==> src/rtl/emxc_pkg.sv <==
// Constants, codes and state types of the external memory expansion controller.
// Assumes one 10 MHz clock and AXI4-Lite register access from the CPU side.
// Overview of operation
// - External bus cycles run only for addresses outside internal ROM, RAM and SFR space.
// - In expansion the low address/data byte, upper address and strobes use ports 4, 5, 6.
// - Each mode claims its own set of pins and leaves every other pin as a port.
// - A three-bit area code picks single-chip, edge detect, 256 B, 4 KB, 16 KB or full.
// - The area select register sits at index FF47, takes byte or bit writes, resets to 00.
// - In expansion, a read outside internal memory and the external window gives junk.
// - Full-address mode maps every non-internal address of the 64 KB space outside.
// - The wait config register sits at index FFF8, takes byte or bit writes, resets to 10.
// - A two-bit wait code picks no wait, one wait state or waits held by the wait pin.
// - Unless external waits are chosen, the wait pin stays an ordinary port bit.
// - The read strobe pulses for external reads and fetches and stays high otherwise.
// - The write strobe pulses only for external writes and stays high otherwise.
// - The address strobe comes on every bus cycle; the wait pin is ignored internally.
package emxc_pkg;

    // Register indices; byte address is four times the index
    localparam logic [15:0] AREA_SEL_IDX  = 16'hff47;
    localparam logic [15:0] WAIT_CFG_IDX  = 16'hfff8;
    localparam int          AXI_AW        = 18;

    // Reset values and writable masks
    localparam logic [7:0]  AREA_SEL_RST  = 8'h00;
    localparam logic [7:0]  WAIT_CFG_RST  = 8'h10;
    localparam logic [7:0]  AREA_SEL_MASK = 8'h07;
    localparam logic [7:0]  WAIT_CFG_MASK = 8'h30;
    localparam int          WAIT_LSB      = 4;

    // Area codes
    localparam logic [2:0]  AREA_SINGLE   = 3'h0;
    localparam logic [2:0]  AREA_EDGE     = 3'h1;
    localparam logic [2:0]  AREA_256B     = 3'h3;
    localparam logic [2:0]  AREA_4K       = 3'h4;
    localparam logic [2:0]  AREA_16K      = 3'h5;
    localparam logic [2:0]  AREA_FULL     = 3'h7;

    // Window sizes and upper address pins claimed per mode
    localparam logic [16:0] WIN_256B      = 17'h00100;
    localparam logic [16:0] WIN_4K        = 17'h01000;
    localparam logic [16:0] WIN_16K       = 17'h04000;
    localparam logic [7:0]  HI_MASK_4K    = 8'h0f;
    localparam logic [7:0]  HI_MASK_16K   = 8'h3f;
    localparam logic [7:0]  HI_MASK_FULL  = 8'hff;

    // Wait codes
    localparam logic [1:0]  WAIT_NONE     = 2'h0;
    localparam logic [1:0]  WAIT_ONE      = 2'h1;
    localparam logic [1:0]  WAIT_EXT      = 2'h3;

    // Port 6 upper nibble positions
    localparam int          P6_RD         = 0;
    localparam int          P6_WR         = 1;
    localparam int          P6_WAIT       = 2;
    localparam int          P6_ADDR_LATCH_STROBE       = 3;

    // Bus answers
    localparam logic [1:0]  RESP_OKAY     = 2'h0;
    localparam logic [1:0]  RESP_SLVERR   = 2'h2;
    localparam logic [7:0]  UNDEF_DATA    = 8'hff;

    typedef enum logic [2:0] {
        ST_IDLE,
        ST_ADDR,
        ST_STROBE,
        ST_WAIT1,
        ST_DONE
    } emxc_state_t;

endpackage

==> src/rtl/emxc_ctrl.sv <==
// External memory expansion controller: area/wait registers, CPU bus cycle
// sequencer and pin multiplexer for ports 4, 5 and the upper half of port 6.
// Assumes the port block supplies its own latch values and directions, the
// CPU holds cpu_req until cpu_ack, and all pin inputs are synchronous to mclk.
//
// Local design decision: register access over AXI4-Lite.
`timescale 1ns/1ps

module emxc_ctrl
    import emxc_pkg::*;
#(
    parameter logic [15:0] ROM_TOP  = 16'h8000,
    parameter logic [15:0] RAM_BASE = 16'hfb00
) (
    // Clock and reset
    input  wire logic                mclk,
    input  wire logic                srst,
    // AXI4-Lite register slave
    input  wire logic [AXI_AW-1:0]   s_axi_awaddr,
    input  wire logic [2:0]          s_axi_awprot,
    input  wire logic                s_axi_awvalid,
    output      logic                s_axi_awready,
    input  wire logic [31:0]         s_axi_wdata,
    input  wire logic [3:0]          s_axi_wstrb,
    input  wire logic                s_axi_wvalid,
    output      logic                s_axi_wready,
    output      logic [1:0]          s_axi_bresp,
    output      logic                s_axi_bvalid,
    input  wire logic                s_axi_bready,
    input  wire logic [AXI_AW-1:0]   s_axi_araddr,
    input  wire logic [2:0]          s_axi_arprot,
    input  wire logic                s_axi_arvalid,
    output      logic                s_axi_arready,
    output      logic [31:0]         s_axi_rdata,
    output      logic [1:0]          s_axi_rresp,
    output      logic                s_axi_rvalid,
    input  wire logic                s_axi_rready,
    // CPU memory access
    input  wire logic                cpu_req,
    input  wire logic [15:0]         cpu_addr,
    input  wire logic                cpu_write,
    input  wire logic [7:0]          cpu_wdata,
    output      logic                cpu_ack,
    output      logic                cpu_ext,
    output      logic                cpu_undef,
    output      logic [7:0]          cpu_rdata,
    // Port latch values from the port block
    input  wire logic [7:0]          gpio_p4_o,
    input  wire logic [7:0]          gpio_p4_oe,
    input  wire logic [7:0]          gpio_p5_o,
    input  wire logic [7:0]          gpio_p5_oe,
    input  wire logic [3:0]          gpio_p6_o,
    input  wire logic [3:0]          gpio_p6_oe,
    // Pins
    input  wire logic [7:0]          p4_i,
    input  wire logic                wait_n_i,
    output      logic [7:0]          p4_o,
    output      logic [7:0]          p4_oe,
    output      logic [7:0]          p5_o,
    output      logic [7:0]          p5_oe,
    output      logic [3:0]          p6_o,
    output      logic [3:0]          p6_oe,
    // Mode flags
    output      logic                p4_edge_mode,
    output      logic                wait_pin_is_bus
);

    // Largest window must end below internal RAM
    if (32'(ROM_TOP) + 32'(WIN_16K) > 32'(RAM_BASE)) begin : g_map_check
        $error("emxc_ctrl: external window overlaps internal RAM");
    end

    typedef struct packed {
        // Sequencer and registers
        emxc_state_t        st;
        logic [2:0]         area;
        logic [1:0]         waitc;
        logic               edge_mode;
        logic               wait_bus;

        // Write channel
        logic               aw_got;
        logic               w_got;
        logic [AXI_AW-1:0]  awaddr;
        logic [7:0]         wbyte;
        logic               wlane;
        logic               awready;
        logic               wready;
        logic               bvalid;
        logic [1:0]         bresp;

        // Read channel
        logic               arready;
        logic               rvalid;
        logic [1:0]         rresp;
        logic [31:0]        rdata;

        // CPU cycle
        logic [15:0]        cur_addr;
        logic               cur_we;
        logic               cur_ext;
        logic               cur_undef;
        logic [7:0]         cur_wdata;
        logic               ack;
        logic [7:0]         rbyte;

        // Pin drive
        logic [7:0]         p4_o;
        logic [7:0]         p4_oe;
        logic [7:0]         p5_o;
        logic [7:0]         p5_oe;
        logic [3:0]         p6_o;
        logic [3:0]         p6_oe;
    } emxc_regs_t;

    emxc_regs_t s_reg;
    emxc_regs_t s_next;

    // Codes 010 and 110 fall back to single-chip
    function automatic logic is_expansion(input logic [2:0] area);
        return area == AREA_256B || area == AREA_4K || area == AREA_16K ||
               area == AREA_FULL;
    endfunction

    function automatic logic is_internal(input logic [15:0] addr);
        return addr < ROM_TOP || addr >= RAM_BASE;
    endfunction

    // Window opens right above internal ROM; full mode takes everything else
    function automatic logic in_window(input logic [15:0] addr, input logic [2:0] area);
        logic [16:0] lim;
        lim = 17'(ROM_TOP);
        unique case (area)
            AREA_256B: lim = 17'(ROM_TOP) + WIN_256B;
            AREA_4K:   lim = 17'(ROM_TOP) + WIN_4K;
            AREA_16K:  lim = 17'(ROM_TOP) + WIN_16K;
            AREA_FULL: lim = 17'h10000;
            default:   lim = 17'(ROM_TOP);
        endcase
        return !is_internal(addr) && 17'(addr) < lim;
    endfunction

    // Port 5 bits claimed as upper address
    function automatic logic [7:0] hi_mask(input logic [2:0] area);
        unique case (area)
            AREA_4K:   return HI_MASK_4K;
            AREA_16K:  return HI_MASK_16K;
            AREA_FULL: return HI_MASK_FULL;
            default:   return 8'h00;
        endcase
    endfunction

    function automatic logic [7:0] reg_read(input logic [AXI_AW-1:0] a,
                                            input logic [2:0] area,
                                            input logic [1:0] waitc);
        if (a[AXI_AW-1:2] == AREA_SEL_IDX) begin
            return {5'h00, area};
        end
        return 8'((waitc << WAIT_LSB) & WAIT_CFG_MASK);
    endfunction

    function automatic logic reg_hit(input logic [AXI_AW-1:0] a);
        return a[AXI_AW-1:2] == AREA_SEL_IDX || a[AXI_AW-1:2] == WAIT_CFG_IDX;
    endfunction

    logic bus_mode;
    logic ext_wait;
    logic strobing;
    logic [7:0] hmask;
    logic hit_win;

    always_comb begin
        s_next = s_reg;
        bus_mode = is_expansion(s_reg.area);
        ext_wait = s_reg.waitc == WAIT_EXT;
        hit_win = 1'b0;

        // Register write: address and data may come in either order
        if (s_reg.awready && s_axi_awvalid) begin
            s_next.aw_got = 1'b1;
            s_next.awaddr = s_axi_awaddr;
        end
        if (s_reg.wready && s_axi_wvalid) begin
            s_next.w_got = 1'b1;
            s_next.wbyte = s_axi_wdata[7:0];
            s_next.wlane = s_axi_wstrb[0];
        end
        if (s_reg.bvalid && s_axi_bready) begin
            s_next.bvalid = 1'b0;
        end

        // Both halves in and no answer pending
        if (s_next.aw_got && s_next.w_got && !s_next.bvalid) begin
            s_next.aw_got = 1'b0;
            s_next.w_got = 1'b0;
            s_next.bvalid = 1'b1;
            s_next.bresp = reg_hit(s_next.awaddr) ? RESP_OKAY : RESP_SLVERR;
            if (s_next.wlane && s_next.awaddr[AXI_AW-1:2] == AREA_SEL_IDX) begin
                s_next.area = s_next.wbyte[2:0];
            end
            if (s_next.wlane && s_next.awaddr[AXI_AW-1:2] == WAIT_CFG_IDX) begin
                s_next.waitc = s_next.wbyte[WAIT_LSB +: 2];
            end
        end

        // Readies stay low while an answer waits
        s_next.awready = !s_next.aw_got && !s_next.bvalid;
        s_next.wready = !s_next.w_got && !s_next.bvalid;

        // Register read
        if (s_reg.rvalid && s_axi_rready) begin
            s_next.rvalid = 1'b0;
        end
        if (s_reg.arready && s_axi_arvalid) begin
            s_next.rvalid = 1'b1;
            s_next.rdata = {24'h000000,
                            reg_read(s_axi_araddr, s_reg.area, s_reg.waitc)};
            s_next.rresp = reg_hit(s_axi_araddr) ? RESP_OKAY : RESP_SLVERR;
            // Unmapped reads give zero data
            if (!reg_hit(s_axi_araddr)) begin
                s_next.rdata = 32'h00000000;
            end
        end
        s_next.arready = !s_next.rvalid;

        // Mode flags leave on a flop like the other outputs
        s_next.edge_mode = s_next.area == AREA_EDGE;
        s_next.wait_bus = is_expansion(s_next.area) && s_next.waitc == WAIT_EXT;

        // CPU bus cycle sequencer
        s_next.ack = 1'b0;
        unique case (s_reg.st)
            ST_IDLE: begin
                // Request still up in the ack cycle is the old one
                if (cpu_req && !s_reg.ack) begin
                    s_next.st = ST_ADDR;
                    s_next.cur_addr = cpu_addr;
                    s_next.cur_we = cpu_write;
                    s_next.cur_wdata = cpu_wdata;
                    hit_win = bus_mode && in_window(cpu_addr, s_reg.area);
                    s_next.cur_ext = hit_win;
                    s_next.cur_undef = !is_internal(cpu_addr) && !hit_win;
                end
            end
            ST_ADDR: begin
                // Internal cycles still get the address strobe, never rd or wr
                s_next.st = s_reg.cur_ext ? ST_STROBE : ST_DONE;
                s_next.rbyte = s_reg.cur_undef ? UNDEF_DATA : 8'h00;
            end
            ST_STROBE: begin
                // Code 10 is treated as no wait
                if (s_reg.waitc == WAIT_ONE) begin
                    s_next.st = ST_WAIT1;
                end else if (!(ext_wait && !wait_n_i)) begin
                    s_next.st = ST_DONE;
                    s_next.rbyte = p4_i;
                end
            end
            ST_WAIT1: begin
                // Data lines sampled after the inserted wait
                s_next.st = ST_DONE;
                s_next.rbyte = p4_i;
            end
            ST_DONE: begin
                // Answer stands for exactly one cycle
                s_next.st = ST_IDLE;
                s_next.ack = 1'b1;
            end
        endcase

        // Pin multiplexer, computed for the cycle about to start
        strobing = s_next.st == ST_STROBE || s_next.st == ST_WAIT1;
        hmask = hi_mask(s_reg.area);
        s_next.p4_o = gpio_p4_o;
        s_next.p4_oe = gpio_p4_oe;
        s_next.p6_o = gpio_p6_o;
        s_next.p6_oe = gpio_p6_oe;
        for (int i = 0; i < 8; i++) begin
            s_next.p5_o[i] = hmask[i] ? s_next.cur_addr[8 + i] : gpio_p5_o[i];
            s_next.p5_oe[i] = hmask[i] ? 1'b1 : gpio_p5_oe[i];
        end

        if (bus_mode) begin
            // Bus owns port 4 even when idle, so no stray port drive collides
            s_next.p4_o = s_next.cur_addr[7:0];
            s_next.p4_oe = 8'h00;
            if (s_next.st == ST_ADDR) begin
                s_next.p4_oe = 8'hff;
            end else if (strobing && s_next.cur_we) begin
                s_next.p4_o = s_next.cur_wdata;
                s_next.p4_oe = 8'hff;
            end

            // Read and write strobes are low-active
            s_next.p6_o[P6_RD] = !(strobing && !s_next.cur_we);
            s_next.p6_o[P6_WR] = !(strobing && s_next.cur_we);
            s_next.p6_o[P6_ADDR_LATCH_STROBE] = s_next.st == ST_ADDR;
            s_next.p6_oe[P6_RD] = 1'b1;
            s_next.p6_oe[P6_WR] = 1'b1;
            s_next.p6_oe[P6_ADDR_LATCH_STROBE] = 1'b1;
            // Wait pin direction stays with the port latch in every case
            s_next.p6_o[P6_WAIT] = gpio_p6_o[P6_WAIT];
            s_next.p6_oe[P6_WAIT] = gpio_p6_oe[P6_WAIT];
        end
    end

    always_ff @(posedge mclk) begin
        if (srst) begin
            s_reg <= '0;
            s_reg.st <= ST_IDLE;
            s_reg.area <= AREA_SEL_RST[2:0];
            s_reg.waitc <= WAIT_CFG_RST[WAIT_LSB +: 2];
            s_reg.p6_o <= 4'h0;
        end else begin
            s_reg <= s_next;
        end
    end

    // Register bus answers
    assign s_axi_awready = s_reg.awready;
    assign s_axi_wready = s_reg.wready;
    assign s_axi_bvalid = s_reg.bvalid;
    assign s_axi_bresp = s_reg.bresp;
    assign s_axi_arready = s_reg.arready;
    assign s_axi_rvalid = s_reg.rvalid;
    assign s_axi_rresp = s_reg.rresp;
    assign s_axi_rdata = s_reg.rdata;

    // CPU answers
    assign cpu_ack = s_reg.ack;
    assign cpu_ext = s_reg.cur_ext;
    assign cpu_undef = s_reg.cur_undef;
    assign cpu_rdata = s_reg.rbyte;

    // Pins
    assign p4_o = s_reg.p4_o;
    assign p4_oe = s_reg.p4_oe;
    assign p5_o = s_reg.p5_o;
    assign p5_oe = s_reg.p5_oe;
    assign p6_o = s_reg.p6_o;
    assign p6_oe = s_reg.p6_oe;

    // Mode flags
    assign p4_edge_mode = s_reg.edge_mode;
    assign wait_pin_is_bus = s_reg.wait_bus;

endmodule

==> config.mk <==
export PLATFORM = sky130hd
export DESIGN_NAME = emxc_ctrl
export DESIGN_NICKNAME = d
export VERILOG_FILES = /design/src/rtl/emxc_pkg.sv /design/src/rtl/emxc_ctrl.sv
export SDC_FILE = /design/constraint.sdc
export NUM_CORES = 1
export LEC_CHECK = 0
export BUFFER_PORTS_ARGS = -buffer_cell sky130_fd_sc_hd__buf_2
export CAP_MARGIN = 40
export CORE_ASPECT_RATIO = 0.8
export CORE_MARGIN = 1
export CORE_UTILIZATION = 51
export CTS_CLUSTER_DIAMETER = 60
export DETAILED_ROUTE_END_ITERATION = 16
export PLACE_DENSITY = 0.86
export SLEW_MARGIN = 20
export SYNTH_ARGS = -nofsm -noshare
export SYNTH_HDL_FRONTEND = slang
export SYNTH_SLANG_ARGS = --single-unit
==> constraint.sdc <==
create_clock -name mclk -period 3.1 [get_ports mclk]
set_input_delay 0.155 -clock mclk [delete_from_list [all_inputs] [get_ports mclk]]
set_output_delay 0.155 -clock mclk [all_outputs]
set_load 0.1 [all_outputs]
==> run metrics, run 1 <==
R2R Setup Slk=0.74 ns; ys flop type=dfxtp_1; Critical Path AT=2.67 ns; Final nets=959; endpoint kind of the worst setup timing path=flop; part of the power in the clock network=44.4%; min-delay src=cpu_addr[0]; Ant. Diodes=0; io pins=254; GPL Wtd Cong=0.784; PortBufs=184; post-synth top area share=44.1%; Max FO, Critical Path=19; dpl hpwl=9030 microns; final setup TNS=0 ns; Num CTS Buffers=17; largest net degree at the start of global routing=64; ys async rst share=0%; Worst-Margin Slew=0.771 ns; die span in y=95.2 microns; sequential power share=36.2%; Seq/Total Area, Yosys=44.1%; Setup CP Type=reg2reg; minimum clock period=2.36 ns; relative slew slack=48.4%; period utilisation layout=76.0%; Slew Limit Fails=0; drt first pass iters=4; Initial DRC Count=308; Post-Syn Area per Cell=8.79 sq um; clk sinks=122; Area growth, synth to finish=27.6%; worst r2r path cells=5; NetSw=1.41 mW; Max Cap Viol=0; Clock Path Buffers=2; Ys Warns=0; Unique masters post-synth=63; Hold Path End=s_reg[60]; Leakage=3.19 nW; antenna-violating nets left=0; dpl cell area=0.00604 sq mm; row count=33; max FFs per register=57; Comb power frac=19.4%; All-Layer GR Usage=24.5%; Core ar.=0.0104 sq mm; DRC=0; final WL=13700 microns; Hold Path Class=in2reg; EDFF count, synth=0; first-pass GRT wire length=21900 microns; top-count cell post-synth=dfxtp_1; post-synth top area cell=dfxtp_1; design area=0.00707 sq mm; CTS H-tree lvls=4; status=finished clean; fraction of layout instances using a drive strength above 1=29.7%; CTS tree=yes; reg2reg end=wait_pin_is_bus; Clock Skews=0.00688 ns; required time of the critical path=3.41 ns; post-CTS resize count=0; cells after synthesis=630; final count of negative-setup-slack endpoints=0; unrepaired setup endpoints after global routing=false; Routed wire per std cell=14.4 microns; ranking of synthesized cells by area=dfxtp_1, buf_4, nor2_1; via total after detailed routing=4883; pwr dens=662 mW/mm^2; Worst setup SP type=flop; Die Footprint=0.0113 sq mm; initial antenna violation count=0; FF-to-FF Start=s_axi_awready; Die W=119 microns; VDD IR-drop max=0.402 mV; most instantiated cells after synthesis=dfxtp_1, nor2_1, buf_4; Hold Crit Depth=3; Root Buffer=clkbuf_16; Clock Latency Late Sink=0.40 ns; Clock Pin Slew Worst Setup and Hold Paths=0.05 ns; Initial Util=53.2%; final hold slack=0.0119 ns; final hold violation count=0; sw frac=30.2%; synthesized flop and latch total=122; Max Freq=424 MHz; area of the mapped netlist=0.00554 sq mm; vias in the first global route=4542; via/cell ratio=5.15; Overflow after GRT=0; Pint=3.26 mW
## worst max-delay path: stages, from the launching register on
cell and delay [ns]:
dfxtp_1 0.40, and2_1 0.61, and4_1 0.31, a21oi_2 0.12, or4_4 0.55, a221oi_2 0.27
## final cells by class
class | count | area (sq um)
Clock inverter | 10 | 168
Tap cell | 140 | 175
Multi-Input combinational cell | 414 | 2400
Clock buffer | 21 | 460
Fill cell | 811 | 3340
Sequential cell | 122 | 2440
Inverter | 7 | 26.3
Timing Repair Buffer | 234 | 1400
## placed cells by master (no fill, tap or decap), types with 4 or more instances in the layout
master | netlist | layout
o211ai_1 | 4 | 4
a311oi_1 | 9 | 9
nand4_1 | 11 | 11
dfxtp_1 | 122 | 122
conb_1 | 1 | 29
a22oi_1 | 5 | 5
nand2_1 | 58 | 58
and3b_1 | 4 | 4
a21oi_1 | 33 | 33
nand2b_1 | 6 | 6
o21ai_0 | 13 | 13
nor2b_1 | 5 | 5
nor3_1 | 8 | 8
and2_1 | 6 | 6
bufinv_16 | 0 | 4
dlygate4sd3_1 | 0 | 40
nor2_1 | 90 | 90
nand3_1 | 21 | 21
clkbuf_16 | 0 | 17
mux2i_1 | 29 | 29
mux2_2 | 4 | 4
inv_1 | 7 | 7
nand3b_1 | 10 | 10
a211oi_1 | 10 | 10
clkinvlp_4 | 0 | 4
o311ai_0 | 8 | 8
nor4_1 | 5 | 5
buf_2 | 1 | 183
buf_4 | 84 | 11
## power groups by stage
stage          sequential, mW  combinational [mW]  clock [mW]
6_report                 1.69               0.909        2.07
3_5_place_dp             1.72               0.865           0
5_1_grt                  1.70               0.959        2.18
4_1_cts                  1.69               0.905        2.11
3_3_place_gp             1.72               0.857           0
2_1_floorplan            1.76               0.735           0
## layer usage
layer | track usage (%) | part of all wire (%) | vias to the layer above
met2 | 41.4 | 47 | 214
li1 | - | - | 2418
met4 | 10.8 | 2.5 | 0
met5 | 0 | 0 | -
met3 | 6.28 | 7.1 | 31
met1 | 30.0 | 43 | 2220
## through the flow
step / setup WS, ns / total power [mW] / cells / util [%]
CTS: 0.757 / 4.70 / 948 / 67.9
floorplan: 0.455 / 2.50 / 658 / -
detailed placement: 0.762 / 2.59 / 877 / 58.0
global route: 0.564 / 4.84 / 948 / 67.9
global placement: 0.795 / 2.58 / 877 / 58.0
finish: 0.744 / 4.68 / 948 / 67.9
## worst max-delay path by stage
stage / slack [ns] / start / cells past startpoint / end
finish: 0.74 / s_axi_awready / 5 / wait_pin_is_bus
global route: 0.56 / s_axi_awready / 5 / wait_pin_is_bus
CTS: 0.76 / s_axi_awready / 5 / wait_pin_is_bus
detailed placement: 0.76 / s_axi_awready / 5 / wait_pin_is_bus
global placement: 0.79 / s_axi_awready / 5 / wait_pin_is_bus
floorplan: 0.46 / s_axi_awready / 5 / wait_pin_is_bus
## kinds of logic (layout without fill, tap and decap cells)
family / count (synthesis) / count (layout) / synth area share, %
AO/OA/AOI/OAI: 104 / 104 / 12.8
XOR/XNOR: 1 / 1 / 0.158
adder cells (fa/ha/maj): 3 / 3 / 0.678
buffers and inverters: 122 / 272 / 14.5
flip-flops: 122 / 122 / 44.1
multiplexers: 33 / 33 / 6.06
other: 1 / 29 / 0.0677
AND/OR/NAND/NOR: 244 / 244 / 21.6
## repair_timing
item | 4_1_cts | 5_1_grt
hold buffers | 40 | 0
endpoints found under the setup margin | 0 | 0
buffers inserted | 0 | 0
hold endpoints to repair | 40 | 0
Power figures use the tool's default switching activity.
==> run 2, diff against run 1 <==
ABC_AREA = 1   (was default)
CORE_UTILIZATION = 49   (was 51)
PLACE_DENSITY = 0.81   (was 0.86)
clock period = 2.4 ns   (was 3.1 ns; I/O delays follow)
==> run 2 against run 1 <==
The run now ends with negative hold slack left. Power up 54%. Non-clock buffer count decreased by 8. Utilization shrank 5.6 points. Critical endpoint is now p4_oe[6].
==> run metrics, run 2 <==
Die W=127 microns (was 119 microns); dpl hpwl=9530 microns (was 9030 microns); most instantiated cells after synthesis=nand2_1, dfxtp_1, inv_1 (was dfxtp_1, nor2_1, buf_4); final hold violation count=1 (was 0); ranking of synthesized cells by area=dfxtp_1, nand2_1, buf_4 (was dfxtp_1, buf_4, nor2_1); Clock Skews=0.0127 ns (was 0.00688 ns); fraction of layout instances using a drive strength above 1=26.2% (was 29.7%); ys async rst share=0% (unchanged); GPL Wtd Cong=0.812 (was 0.784); via total after detailed routing=5516 (was 4883); final core utilization=62.3% (was 67.9%); Area growth, synth to finish=23.9% (was 27.6%); PortBufs=184 (unchanged); Leakage=4.09 nW (was 3.19 nW); final setup TNS=0 ns (unchanged); period utilisation layout=86.5% (was 76.0%); met2 usage=40.0% (was 41.4%); Hold Path Class=in2reg (unchanged); Core ar.=0.0122 sq mm (was 0.0104 sq mm); pwr dens=947 mW/mm^2 (was 662 mW/mm^2); critical-path cell list=inv_1 -> o21ai_4 -> clkinv_1 -> buf_4 -> nor2_1 -> nand2_1 -> nand3_1 -> nand2_1 -> inv_1 (was and2_1 -> and4_1 -> a21oi_2 -> or4_4 -> a221oi_2); most frequent cells in the layout=buf_2, nand2_1, dfxtp_1, inv_1, nor2_1 (was buf_2, dfxtp_1, nor2_1, nand2_1, dlygate4sd3_1); FF-to-FF Start=s_reg[152] (was s_axi_awready); Max Freq=482 MHz (was 424 MHz); most common cell after layout, fill and taps aside=buf_2 (unchanged); Initial DRC Count=306 (was 308); CTS tree=yes (unchanged); Routed wire per std cell=12.6 microns (was 14.4 microns); Fillers=1072 (was 811); required time of the critical path=2.76 ns (was 3.41 ns); met3 GRT Util=5.34% (was 6.28%); final count of negative-setup-slack endpoints=0 (unchanged); endpoint kind of the worst setup timing path=flop (unchanged); Setup CP Type=reg2reg (unchanged); Clock Path Buffers=2 (unchanged); vias in the first global route=5150 (was 4542); Unique masters post-synth=38 (was 63); Num CTS Buffers=17 (unchanged); Seq/Total Area, Yosys=39.9% (was 44.1%); cells after synthesis=843 (was 630); io pins=254 (unchanged); final WL=14800 microns (was 13700 microns); status=complete, but fails checks (was finished clean); CP peak stage delay=0.44 ns (was 0.61 ns); relative slew slack=45.1% (was 48.4%); Top delay family on crit path=simple AND/OR/NAND/NOR gates (unchanged); Worst setup SP type=flop (unchanged); Tot Pwr=7.18 mW (was 4.68 mW); Overflow after GRT=0 (unchanged); failing checks=negative hold slack; clk sinks=122 (unchanged); Worst-Margin Slew=0.823 ns (was 0.771 ns); All-Layer GR Usage=23.1% (was 24.5%); ys flop type=dfxtp_1 (unchanged); top-count cell post-synth=nand2_1 (was dfxtp_1); area of the mapped netlist=0.00612 sq mm (was 0.00554 sq mm); largest net degree at the start of global routing=76 (was 64); worst slack, placed=0.397 ns (was 0.762 ns); max FFs per register=57 (unchanged); synthesized flop and latch total=122 (unchanged); VDD IR-drop max=0.559 mV (was 0.402 mV); Final nets=1166 (was 959); final hold slack=-0.000866 ns (was 0.0119 ns); DRC=0 (unchanged); final worst-path setup slack=0.325 ns (was 0.744 ns); worst path buffer plus inverter count=4 (was 0); busiest grt layer=met2 (unchanged); die span in y=102 microns (was 95.2 microns); CTS H-tree lvls=4 (unchanged); Ant. Diodes=0 (unchanged); Post-Syn Area per Cell=7.25 sq um (was 8.79 sq um); post-synth top area share=39.9% (was 44.1%); minimum clock period=2.07 ns (was 2.36 ns); post-synth top area cell=dfxtp_1 (unchanged); R2R Setup Slk=0.33 ns (was 0.74 ns); grt met1 use=27.8% (was 30.0%); Clock Latency Late Sink=0.41 ns (was 0.40 ns); first-pass GRT wire length=23400 microns (was 21900 microns); Die Footprint=0.0129 sq mm (was 0.0113 sq mm); EDFF count, synth=0 (unchanged); initial antenna violation count=0 (unchanged); Ys Warns=0 (unchanged); min-delay src=s_axi_wdata[5] (was cpu_addr[0]); Slew Limit Fails=0 (unchanged); Max FO, Critical Path=18 (was 19); antenna-violating nets left=0 (unchanged); row count=36 (was 33); Max Cap Viol=0 (unchanged); # Post-CTS Setup Buffers=0 (unchanged); Slowest-stage cell, CP=o21ai_4 (was and2_1); unrepaired setup endpoints after global routing=false (unchanged); via/cell ratio=4.72 (was 5.15); Clock Pin Slew Worst Setup and Hold Paths=0.06 ns (was 0.05 ns); post-CTS resize count=0 (unchanged); Critical Path AT=2.44 ns (was 2.67 ns); Root Buffer=clkbuf_16 (unchanged); hold buffer count at CTS=32 (was 40); drt first pass iters=5 (was 4); CP startpoint=s_reg[152] (was s_axi_awready); Initial Util=50.3% (was 53.2%)
## run 2: changes by cell type in the layout (fill, tap and decap cells not counted), moves of 8 or more
cell and change:
nand3b_1 -9, or2_2 +10, o21ai_0 +29, nand2_1 +116, nand3_1 +28, dlygate4sd3_1 -8
nand2_2 +8, o311ai_0 -8, inv_1 +101, a211oi_1 -10, a311oi_1 -9, mux2i_1 -20
or2_1 +9, o21a_1 +18
## run 2: metrics by stage
| step | cell area, sq um | cells |
|---|---|---|
| final | 7580 | 1168 |
| after global routing | 7580 | 1168 |
| after CTS | 7580 | 1168 |
| after detailed placement | 6620 | 1104 |
| after global placement | 6620 | 1104 |
| after floorplan | 6220 | 871 |
## run 2: worst reg2reg max path, stage by stage (launching register included)
cell	delay, ns
dfxtp_1	0.42
inv_1	0.15
o21ai_4	0.45
clkinv_1	0.13
buf_4	0.23
nor2_1	0.17
nand2_1	0.23
nand3_1	0.17
nand2_1	0.06
inv_1	0.04
## run 2: layout make-up
type                    instances  area [sq um]  share of cell area (%)
clock buffers                  21           470                    6.21
repair buffers                226          1330                    17.5
well taps                     152           190                    2.51
clock inverters                11           168                    2.21
multi-input cells             521          2550                    33.6
flip-flops and latches        122          2440                    32.2
inverters                     115           432                    5.70
## run 2: kinds of logic (layout without fill, tap and decap cells)
group                    Yosys count  after routing  share of synthesized area, %
AND/OR/NAND/NOR                  367            367                          26.9
buffers and inverters            228            373                          20.1
flip-flops                       122            122                          39.9
AO/OA/AOI/OAI                    113            113                          10.9
multiplexers                       9              9                          1.47
adder cells (fa/ha/maj)            3              3                         0.614
other                              1             29                        0.0613
## run 2: metal layers
| metal | vias to the layer above | wire, microns |
|---|---|---|
| li1 | 2829 | - |
| met1 | 2473 | 6680 |
| met2 | 195 | 7000 |
| met3 | 19 | 870 |
| met4 | 0 | 203 |
| met5 | - | 0 |
## run 2: path summary, 6_finish.rpt
kind	end	cells past startpoint
max reg2reg	p4_oe[6]	9
min	s_reg[123]	3
max	p4_oe[6]	9
min reg2reg	s_axi_rdata[5]	2
## run 2: report_power, final
| group | internal, mW | switching (mW) | leakage [nW] | total [mW] |
|---|---|---|---|---|
| Sequential | 2.25 | 0.0818 | 1.01 | 2.33 |
| Clock | 1.82 | 0.921 | 0.309 | 2.74 |
| Combinational | 0.537 | 1.57 | 2.77 | 2.11 |
